[src/verilog/monitor_map_regs.svh]
// Register addresses, field positions and response codes of the monitor data map
`ifndef MONITOR_MAP_REGS_SVH
`define MONITOR_MAP_REGS_SVH

`define FC_READ_DISCRETE    8'h02
`define FC_READ_HOLDING     8'h03
`define FC_READ_INPUT       8'h04
`define FC_WRITE_SINGLE     8'h06
`define EXC_ILLEGAL_FUNC    8'h01
`define EXC_ILLEGAL_ADDR    8'h02

`define DISCRETE_BASE_NUM   16'd10001
`define INPUT_BASE_NUM      16'd30001

`define DI_LAST             16'h004A
`define DI_VALID_FIRST      16'h0030
`define DI_OWNER_VALID      16'h0040
`define DI_SUBST_VALID      16'h0041
`define DI_XFMR_VALID       16'h0042

`define IR_UNIT_CONDITION   16'h0000
`define IR_FAULT_UPPER      16'h0001
`define IR_FAULT_LOWER      16'h0002
`define IR_HYDROGEN_UPPER   16'h0003
`define IR_DAILY_UPPER      16'h0005
`define IR_WEEKLY_UPPER     16'h0007
`define IR_MONTHLY_UPPER    16'h0009
`define IR_BOARD_UPPER      16'h000B
`define IR_FLUID_UPPER      16'h000D
`define IR_HUMIDITY_UPPER   16'h0011
`define IR_PRESSURE_UPPER   16'h0013
`define IR_WATER_UPPER      16'h0015
`define IR_PUNIT_SELECT     16'h002D
`define IR_TRIM_UPPER       16'h002E
`define IR_LAST             16'h002F

`define HR_OWNER_FIRST      16'd201
`define HR_SUBST_FIRST      16'd211
`define HR_XFMR_FIRST       16'd221
`define HR_STRING_LAST      16'd230
`define STRING_WORDS        10
`define STRING_CHARS        20

`define US_READY_BIT        15
`define US_NEW_DATA_BIT     14
`define US_FATAL_BIT        12
`define US_SENSOR_A_HI      5
`define US_SENSOR_A_LO      3
`define SA_HYDROGEN         3'h1
`define SA_FLUID_TEMP       3'h2
`define SA_AUTOCAL          3'h3
`define SA_TOO_HOT          3'h4

`define ES_HEATER_BIT       31
`define ES_TSENSE1_BIT      30
`define ES_TSENSE2_BIT      29
`define ES_RTC_BIT          8
`define ES_BOARD_HOT_BIT    4
`define ES_NO_DATA_BIT      1
`define ES_BAD_CONFIG_BIT   0

`define WORD_RESET          16'h0000

`endif

[src/verilog/monitor_map_pkg.sv]
// Types shared by the monitor data map
package monitor_map_pkg;
   typedef logic [15:0] word_t;
   typedef logic [31:0] float_t;
   typedef logic [7:0]  code_t;
endpackage

[src/verilog/monitor_modbus_data_map.sv]
// Modbus read-side data map: discrete inputs, input registers and identification strings
//
// Contract
// - Three writable ASCII ID strings, each up to 20 characters including null.
// - Owner at holding 201-210, substation 211-220, transformer 221-230.
// - Discrete inputs read with function 2; address 0 is input 10001.
// - Discrete input 0 mirrors unit status bit 15, ready and hydrogen valid.
// - Discrete input 1 mirrors new-data bit 14; clears after data read.
// - Discrete input 2 mirrors unit status bit 12, unrecoverable error.
// - Inputs 3 to 6 decode sensor A state field, unit status bits 5-3.
// - Inputs 16, 17, 18 mirror error status bits 31, 30, 29.
// - Input 19 mirrors error status bit 8, clock date invalid.
// - Input 20 mirrors error status bit 4, board above 105 C.
// - Inputs 21 and 22 mirror error status bits 1 and 0.
// - Inputs 48 to 74 are per-quantity and per-string validity flags, except 68, 72 and 73, tied to 0.
// - Input registers read with function 4; address 0 is 30001.
// - Register 0 unit status; error status high word 1, low word 2.
// - Floats take two registers, high word first, at the listed pairs.
// - Register 45 pressure unit; pressure trim float at 46-47.
`timescale 1ns/1ns
`include "monitor_map_regs.svh"

module monitor_modbus_data_map
   import monitor_map_pkg::*;
(
   input  wire logic         mclk,
   input  wire logic         rst,
   // Request from the Modbus protocol engine, one register or bit per request
   input  wire logic         reqValid,
   input  wire code_t        reqFunc,
   input  wire word_t        reqAddr,
   input  wire word_t        reqWrData,
   // Live values from the measurement core
   input  wire word_t        unitStatus,
   input  wire float_t       errorStatus,
   input  wire logic         newDataPulse,
   input  wire float_t       hydrogenValue,
   input  wire float_t       dailyTrend,
   input  wire float_t       weeklyTrend,
   input  wire float_t       monthlyTrend,
   input  wire float_t       boardTemp,
   input  wire float_t       fluidTemp,
   input  wire float_t       humidity,
   input  wire float_t       gaugePressure,
   input  wire float_t       waterLevel,
   input  wire word_t        pressureUnit,
   input  wire float_t       pressureTrim,
   input  wire logic [26:0]  quantityValid,
   // Answer
   output logic              rspValid_q,
   output word_t             rspData_q,
   output logic              rspError_q,
   output code_t             rspExcCode_q,
   output logic              newDataFlag_q
);

   // High word sits at the lower register address
   function automatic word_t floatHalf(input float_t v, input logic lowHalf);
      floatHalf = lowHalf ? v[15:0] : v[31:16];
   endfunction

   function automatic logic inRange(input word_t a, input word_t lo, input word_t hi);
      inRange = (a >= lo) && (a <= hi);
   endfunction

   word_t       idString_q [0:29];
   logic [2:0]  stringValid_q;

   wire logic isDiscrete = reqFunc == `FC_READ_DISCRETE;
   wire logic isInput    = reqFunc == `FC_READ_INPUT;
   wire logic isHoldRd   = reqFunc == `FC_READ_HOLDING;
   wire logic isHoldWr   = reqFunc == `FC_WRITE_SINGLE;
   wire logic knownFunc  = isDiscrete | isInput | isHoldRd | isHoldWr;

   wire logic strHit     = inRange(reqAddr, `HR_OWNER_FIRST, `HR_STRING_LAST);
   wire logic [4:0] strIdx = 5'(reqAddr - `HR_OWNER_FIRST);
   wire logic [1:0] strSel = inRange(reqAddr, `HR_OWNER_FIRST, `HR_SUBST_FIRST - 16'd1) ? 2'h0 :
                             inRange(reqAddr, `HR_SUBST_FIRST, `HR_XFMR_FIRST - 16'd1)  ? 2'h1 :
                                                                                          2'h2;
   wire logic strWrite   = reqValid & isHoldWr & strHit;

   wire logic addrOk = isDiscrete ? reqAddr <= `DI_LAST :
                       isInput    ? reqAddr <= `IR_LAST :
                                    strHit;
   wire logic accept = reqValid & knownFunc & addrOk;

   // Any read of a measurement word counts as consuming the new data
   wire logic dataRead = accept & isInput &
                         inRange(reqAddr, `IR_HYDROGEN_UPPER, `IR_WATER_UPPER + 16'd1);

   wire logic [2:0] sensorA = unitStatus[`US_SENSOR_A_HI:`US_SENSOR_A_LO];

   // Live unit status with the self-clearing new-data bit substituted
   wire word_t unitLive = {unitStatus[15], newDataFlag_q, unitStatus[13:0]};

   // Validity vector for inputs 48..74; string flags for the ID strings are our own
   wire logic [26:0] validMap;
   assign validMap = {quantityValid[26],
                      2'b00,
                      quantityValid[23:21],
                      1'b0,
                      quantityValid[19],
                      stringValid_q,
                      quantityValid[15:0]};

   wire logic [74:0] discreteMap;
   assign discreteMap = {validMap,
                         25'h0,
                         errorStatus[`ES_BAD_CONFIG_BIT],
                         errorStatus[`ES_NO_DATA_BIT],
                         errorStatus[`ES_BOARD_HOT_BIT],
                         errorStatus[`ES_RTC_BIT],
                         errorStatus[`ES_TSENSE2_BIT],
                         errorStatus[`ES_TSENSE1_BIT],
                         errorStatus[`ES_HEATER_BIT],
                         9'h0,
                         sensorA == `SA_TOO_HOT,
                         sensorA == `SA_AUTOCAL,
                         sensorA == `SA_FLUID_TEMP,
                         sensorA == `SA_HYDROGEN,
                         unitStatus[`US_FATAL_BIT],
                         newDataFlag_q,
                         unitStatus[`US_READY_BIT]};

   wire logic  diBit  = discreteMap[reqAddr[6:0]];
   wire logic  lowSel = ~reqAddr[0];
   wire logic  trimLow = reqAddr[0];
   word_t      inputWord;

   always_comb begin
      case (reqAddr)
         `IR_UNIT_CONDITION:                 inputWord = unitLive;
         `IR_FAULT_UPPER:                    inputWord = errorStatus[31:16];
         `IR_FAULT_LOWER:                    inputWord = errorStatus[15:0];
         16'h0003, 16'h0004:                 inputWord = floatHalf(hydrogenValue, lowSel);
         16'h0005, 16'h0006:                 inputWord = floatHalf(dailyTrend, lowSel);
         16'h0007, 16'h0008:                 inputWord = floatHalf(weeklyTrend, lowSel);
         16'h0009, 16'h000A:                 inputWord = floatHalf(monthlyTrend, lowSel);
         16'h000B, 16'h000C:                 inputWord = floatHalf(boardTemp, lowSel);
         16'h000D, 16'h000E:                 inputWord = floatHalf(fluidTemp, lowSel);
         // Odd address is the high word here too, as for the pairs from 3 up
         16'h0011, 16'h0012:                 inputWord = floatHalf(humidity, lowSel);
         16'h0013, 16'h0014:                 inputWord = floatHalf(gaugePressure, lowSel);
         16'h0015, 16'h0016:                 inputWord = floatHalf(waterLevel, lowSel);
         `IR_PUNIT_SELECT:                   inputWord = pressureUnit;
         16'h002E, 16'h002F:                 inputWord = floatHalf(pressureTrim, trimLow);
         default:                            inputWord = `WORD_RESET;
      endcase
   end

   wire word_t answerWord = isDiscrete ? {15'h0, diBit} :
                            isInput    ? inputWord :
                            isHoldRd   ? idString_q[strIdx] :
                                         reqWrData;

   // Set wins over the read that would clear it
   wire logic newDataFlag_d = newDataPulse | (newDataFlag_q & ~dataRead);

   always_ff @(posedge mclk) begin
      if (rst) begin
         newDataFlag_q <= 1'b0;
         stringValid_q <= 3'h0;
      end else begin
         newDataFlag_q <= newDataFlag_d;
         if (strWrite) begin
            stringValid_q[strSel] <= 1'b1;
         end
      end
   end

   // 10 words of two characters each hold 20 characters with the null
   always_ff @(posedge mclk) begin
      if (rst) begin
         for (int i = 0; i < 30; i++) begin
            idString_q[i] <= `WORD_RESET;
         end
      end else if (strWrite) begin
         idString_q[strIdx] <= reqWrData;
      end
   end

   always_ff @(posedge mclk) begin
      if (rst) begin
         rspValid_q   <= 1'b0;
         rspData_q    <= `WORD_RESET;
         rspError_q   <= 1'b0;
         rspExcCode_q <= 8'h00;
      end else begin
         rspValid_q   <= reqValid;
         rspData_q    <= accept ? answerWord : `WORD_RESET;
         rspError_q   <= reqValid & ~accept;
         rspExcCode_q <= ~reqValid ? 8'h00 :
                         ~knownFunc ? `EXC_ILLEGAL_FUNC :
                         ~addrOk    ? `EXC_ILLEGAL_ADDR : 8'h00;
      end
   end

endmodule
[config.mk]
export PLATFORM = sky130hd
export DESIGN_NAME = monitor_modbus_data_map
export DESIGN_NICKNAME = d
export VERILOG_FILES = /design/src/verilog/monitor_map_pkg.sv /design/src/verilog/monitor_modbus_data_map.sv
export VERILOG_INCLUDE_DIRS = /design/src /design/src/verilog
export SDC_FILE = /design/constraint.sdc
export NUM_CORES = 1
export LEC_CHECK = 0
export ABC_CLOCK_PERIOD_IN_PS = 4500
export BUFFER_PORTS_ARGS = -buffer_cell sky130_fd_sc_hd__clkbuf_2
export CAP_MARGIN = 0
export CORE_ASPECT_RATIO = 1.5
export CORE_UTILIZATION = 45
export DETAILED_ROUTE_END_ITERATION = 12
export GPL_TIMING_DRIVEN = 0
export PLACE_DENSITY_LB_ADDON = 0.08
export SYNTH_ARGS = -nofsm -noshare
export SYNTH_HDL_FRONTEND = slang
export SYNTH_SLANG_ARGS = --single-unit
[constraint.sdc]
create_clock -name mclk -period 4.5 [get_ports mclk]
set_input_delay 0.9 -clock mclk [delete_from_list [all_inputs] [get_ports mclk]]
set_output_delay 0.9 -clock mclk [all_outputs]
set_load 0.02 [all_outputs]
---- Word-level counts from Yosys, hierarchy flattened ----
Memories as Yosys holds them, arrays and structs flattened.
Index checks and enable logic that the tools add are counted.
storage, ports and cells
  memories kept ........................... 1
  word-level logic and storage cells ...... 123
  output and inout port bits .............. 27
  register bits after elaboration ......... 24
  memory bits (writable) .................. 480
  input bits .............................. 455
cells by class
  eq/ne operators ......................... 31
  reductions and logical operators ........ 21
  bitwise operators ....................... 17
  add/subtract/negate cells ............... 1
  mux-type cells .......................... 32
  $lt $le $gt $ge ......................... 12
memories
  name        depth  bits a word  read ports  clocked after Yosys merged registers in  wr ports  line                           RTL
  idString_q  30     16           1           0                                        30        monitor_modbus_data_map.sv:66  word_t idString_q [0:29];
operator list
  kind                                                                    number
  16-bit one-hot mux with 14 select lines                                 1
  16-bit 2-to-1 mux                                                       13
  16-bit by 4-bit == test with 1-bit output, second input constant        7
  16-bit by 5-bit == test with 1-bit output, second input constant        6
  16-bit by 3-bit == test with 1-bit output, second input constant        4
  16-bit by 6-bit == test with 1-bit output, second input constant        3
  16-bit by 8-bit <= comparator with 1-bit output, second input constant  3
  16-bit by 2-bit == test with 1-bit output, second input constant        2
  16-bit by 8-bit >= comparator with 1-bit output, second input constant  2
  2-bit OR reduction                                                      12
  16-bit by 1-bit == test with 1-bit output, second input constant        1
  8-bit by 2-bit == test with 1-bit output, second input constant         2
  8-bit by 3-bit == test with 1-bit output, second input constant         2
  16-bit by 2-bit >= comparator with 1-bit output, second input constant  1
  16-bit by 5-bit <= comparator with 1-bit output, second input constant  1
  16-bit by 6-bit <= comparator with 1-bit output, second input constant  1
  16-bit by 7-bit <= comparator with 1-bit output, second input constant  1
  16-bit zero test                                                        1
  16-bit OR reduction                                                     1
  1-bit 2-to-1 mux                                                        12
  1-bit AND                                                               8
  7-bit by 8-bit < comparator with 1-bit output, second input constant    1
  1-bit binary-select mux with 7-bit select                               1
  3-bit by 2-bit == test with 1-bit output, second input constant         2
  13 further kinds                                                        26

---- Longest topological paths before layout ----
  depth in word-level cells ............... 11
  mapped depth ............................ 14

---- Worst setup path after synthesis ----
No wires, ideal clock.
  path kind ............................... input port to flip-flop
  start point ............................. input port reqAddr[1]
  end point ............................... memory idString_q[30][0] in the netlist's numbering (enable)
  data required time ...................... 4.112 ns
  cell stages on the path ................. 11
  arrival time ............................ 4.158 ns
  setup slack ............................. -0.046 ns
  path through ............................ clkbuf_1 > buf_1 > inv_1 > ha_1 > clkbuf_1 > nand2b_1 > o21ai_0 > a211o_1 > nor4_4 > nand2_4 > nor2_1
RTL lines
  what                line                           RTL
  start: declaration  monitor_modbus_data_map.sv:31  input wire word_t reqAddr,
  end: declaration    monitor_modbus_data_map.sv:66

---- Worst setup path after layout ----
  start point ............................. input port reqAddr[1]
  end point ............................... register rspData_q[2]
on the way
  cells in the longest elaborated chain, start to end .. 7
RTL lines
  what                                                             line                            RTL
  branches (longest 7 deep; another with memory read 30 x 16 bit)  --
  end signal: assignment                                           monitor_modbus_data_map.sv:185  rspData_q <= `WORD_RESET;
  end signal: assignment                                           monitor_modbus_data_map.sv:190  rspData_q <= accept ? answerWord : `WORD_RESET;
  end: declaration                                                 monitor_modbus_data_map.sv:51   output word_t rspData_q,
Several ways; the timed one is not identified.
A chain may end at the register's enable or synchronous reset.

==> results by group <==
Yosys
  – Cells after Synth: 2,092
  – Ys flop type: edfxtp_1
  – Synth cell types: between 70 and 80
  – Synth area leader: edfxtp_1
  – Synthesis Warnings: 0
  – Most common cell in the synthesized netlist: edfxtp_1
  – Mapped Area: ~0.028 mm^2
  – Mean post-synth cell area: around 14 um^2
  – Seq cells post-synth: 536
  – Post-synth ARST share: 0%
  – Top cells by count, synth: edfxtp_1 (512), and2_1 (483), mux4_2 (148)
  – EDFF count, synth: ~500
  – Area contributors post-synth: edfxtp_1 (54%), mux4_2 (12%), and2_1 (11%)
  – Register area share after synthesis: ~56%
  – Area share of the largest cell type after synthesis: a little over half

Global routing
  – Gr usage total: just over 40%
  – First-pass GRT wire length: ~180 mm
  – Final global-route overflow total: 0
  – Largest net degree at the start of global routing: 17
  – Initial antenna violation count: 12
  – Vias in the first global route: ~22,000

Cells and area
  – Multi-input logic area: ~0.012 mm^2
  – Register area: ~0.016 mm^2
  – Syn-to-layout area delta: 19.0%
  – Fin nets: 3,083
  – Number of fill cells: ~5,300
  – Fraction of layout cells with a size suffix above 1: between 30 and 40%
  – Design Area, Final: roughly 0.034 mm^2

Clocking
  – CTS Sinks: 536
  – CTS hold repair buffers: 0
  – Worst-case clock buffer depth: 3
  – CTS tree: done
  – Clock transition at path regs: ~70 ps
  – Htree depth: 2
  – Worst skew pair latency: approximately 640 ps
  – TritonCTS Buffers: 53
  – Clock root cell: clkbuf_16

Timing
  – Worst Skew: a little over 60 ps
  – Rel. slew slack: roughly 20%
  – Final setup fails: 6
  – Final worst-path cycle share: 102%
  – Setup TNS: -278 ps
  – Final Critical Period: ~4600 ps
  – Final Hold Viols: 0
  – Max frequency: roughly 220 MHz
  – RSZ-0062 raised after global routing: no
  – Final worst slack: -92.4 ps
  – Slew @ Worst Pin: 1200 ps
  – Pins Over Slew Limit: 0

Place
  – Post-DP Area: roughly 0.032 mm^2
  – DP HPWL: a little over 100 mm
  – Final GP Congestion: slightly above 1
  – Post-Place Setup Slack: -3360 ps
  – I/O Buffers: 467

Detailed routing
  – WL final: roughly 130 mm
  – Post-DR wirelength/cell: 38.0 um
  – Final ANT Viol Nets: 0
  – DRC viols: 0
  – Drt via density: 6.27
  – TritonRoute pass-1 iters: 5
  – Via count: between 20,000 and 25,000
  – DR iter-0 viols: 2,152

Pwr
  – Total power divided by cell area: between 300 and 400 mW/mm^2
  – Clock power share: a little under two fifths
  – LEAKAGE: between 10 and 15 nW
  – P_int: about 8.6 mW
  – Sw Share: around 27%
  – Combinational power share: between 10% and 20%
  – Seq pwr share: just under 50%
  – Max VDD drop: 0.345 mV
  – Net Sw Power: 3.15 mW

Outcome
  – Failing checks: negative setup slack
  – Status: finished, violations left

Worst setup path
  – Most frequent CP cell: clkbuf_2
  – Critical path's slowest cell: nor3_2
  – Critical path startpoint category: primary input
  – Critical path class: in -> reg
  – CP Capture Type: flop
  – Max incr delay on CP: 580 ps
  – CP top delay family: buffers and inverters
  – CP required: about 4900 ps
  – Crit-path cells: clkbuf_2, clkbuf_2, buf_2, inv_1, ha_1, mux2i_1, or2_2, clkbuf_2, o22ai_1, nor3_2, and3_1, o22ai_1
  – Crit-path max FO: 10
  – CP bufs+invs: 5
  – Critical Path AT: around 5000 ps
  – Flop2flop setup slack: approximately 1900 ps

Die
  – I/O pins: 482
  – DIE AREA: approximately 0.064 mm^2
  – FP Rows: between 100 and 150
  – Die Height: 310 um
  – Die width: just over 200 um
  – Core box area: 0.0624 mm^2
  – Starting Density: roughly 46%

Run
  – Max-Cap Viols: 0

Hold path
  – HP Class: reg -> reg
-- cell usage in the layout, fill, tap and decap left out, drive strengths merged, types with 33 or more instances in the layout --
master / netlist / routed
clkbuf: 106 / 633
a21oi: 35 / 35
mux4: 148 / 148
edfxtp: 512 / 512
buf: 80 / 83
nand2: 68 / 68
or2: 33 / 33
and2: 483 / 483
o22ai: 55 / 55
nor2: 82 / 82
mux2i: 146 / 146
o21ai: 41 / 41
-- state kept, by name (all words and copies together), names as in the netlist --
name,cells
rspValid_q,1
rspError_q,1
idString_q,512
stringValid_q,3
rspExcCode_q,2
rspData_q,16
newDataFlag_q,1
-- cells by family (layout without fill, tap and decap cells) --
group / count (synthesis) / in the layout / synth area share [%]
and+or+nand+nor: 778 / 778 / 16.8
DFF: 536 / 536 / 55.6
muxes: 305 / 305 / 17.3
AOI/OAI and AO/OA: 259 / 259 / 6.32
buffers and inverters: 203 / 769 / 3.56
adders and majority gates: 6 / 6 / 0.263
xor gates and xnor gates: 4 / 4 / 0.123
other: 1 / 13 / 0.0132
-- through the flow --
stage | hold slack [ps] | instances | util, % | power [mW]
final | 475 | 3468 | 54.4 | 11.7
after global routing | 493 | 3463 | 54.4 | 12.0
after CTS | 476 | 3459 | 54.2 | 11.7
after detailed placement | 465 | 3364 | 51.1 | 7.44
after global placement | 459 | 3362 | 51.1 | 7.41
after floorplan | 444 | 2097 | - | 6.57
-- worst reg2reg max path: stages (launching register included) --
cell,delay (ps)
edfxtp_1,380
mux4_2,510
and2_1,190
a2111oi_2,550
a31oi_1,80
a21boi_1,460
o22ai_2,290
-- layer usage --
layer	vias up	GRT usage, %	wire length (um)
met5	-	0	42
met4	6	33.3	12300
met3	370	10.7	12100
met2	1320	64.8	61300
met1	11000	46.7	46200
li1	9018	-	-
-- final timing paths --
kind | from | to | depth (start not counted)
worst max-delay path | reqAddr[1] | rspData_q[2] | 12
worst min-delay path | stringValid_q[2] | stringValid_q[2] | 2
worst max register to register | idString_q[0][14] | rspData_q[14] | 6
worst min register to register | stringValid_q[2] | stringValid_q[2] | 2
-- final cells by class --
cell class / instances / area share [%]
sequential: 536 / 46.7
multi-input combinational: 1358 / 35.0
timing repair buffer: 474 / 7.08
clock buffer: 60 / 4.05
buffer: 182 / 3.15
tap: 798 / 2.94
clock inverter: 36 / 0.852
inverter: 17 / 0.188
antenna: 7 / 0.0516
-- timing repair --
item / 4_1_cts / 5_1_grt
buffers inserted: 2 / 3
pin swaps: 1 / 1
resized for setup: 84 / 35
endpoints found under the setup margin: 1008 / 167
-- power by group through the flow --
stage          Combinational, mW  Sequential (mW)  Clock [mW]
2_1_floorplan              0.764             5.81           0
3_3_place_gp                1.60             5.82           0
3_5_place_dp                1.60             5.84           0
4_1_cts                     1.63             5.73        4.34
5_1_grt                     1.70             5.74        4.53
6_report                    1.68             5.73        4.33
Power figures use the tool's default switching activity.
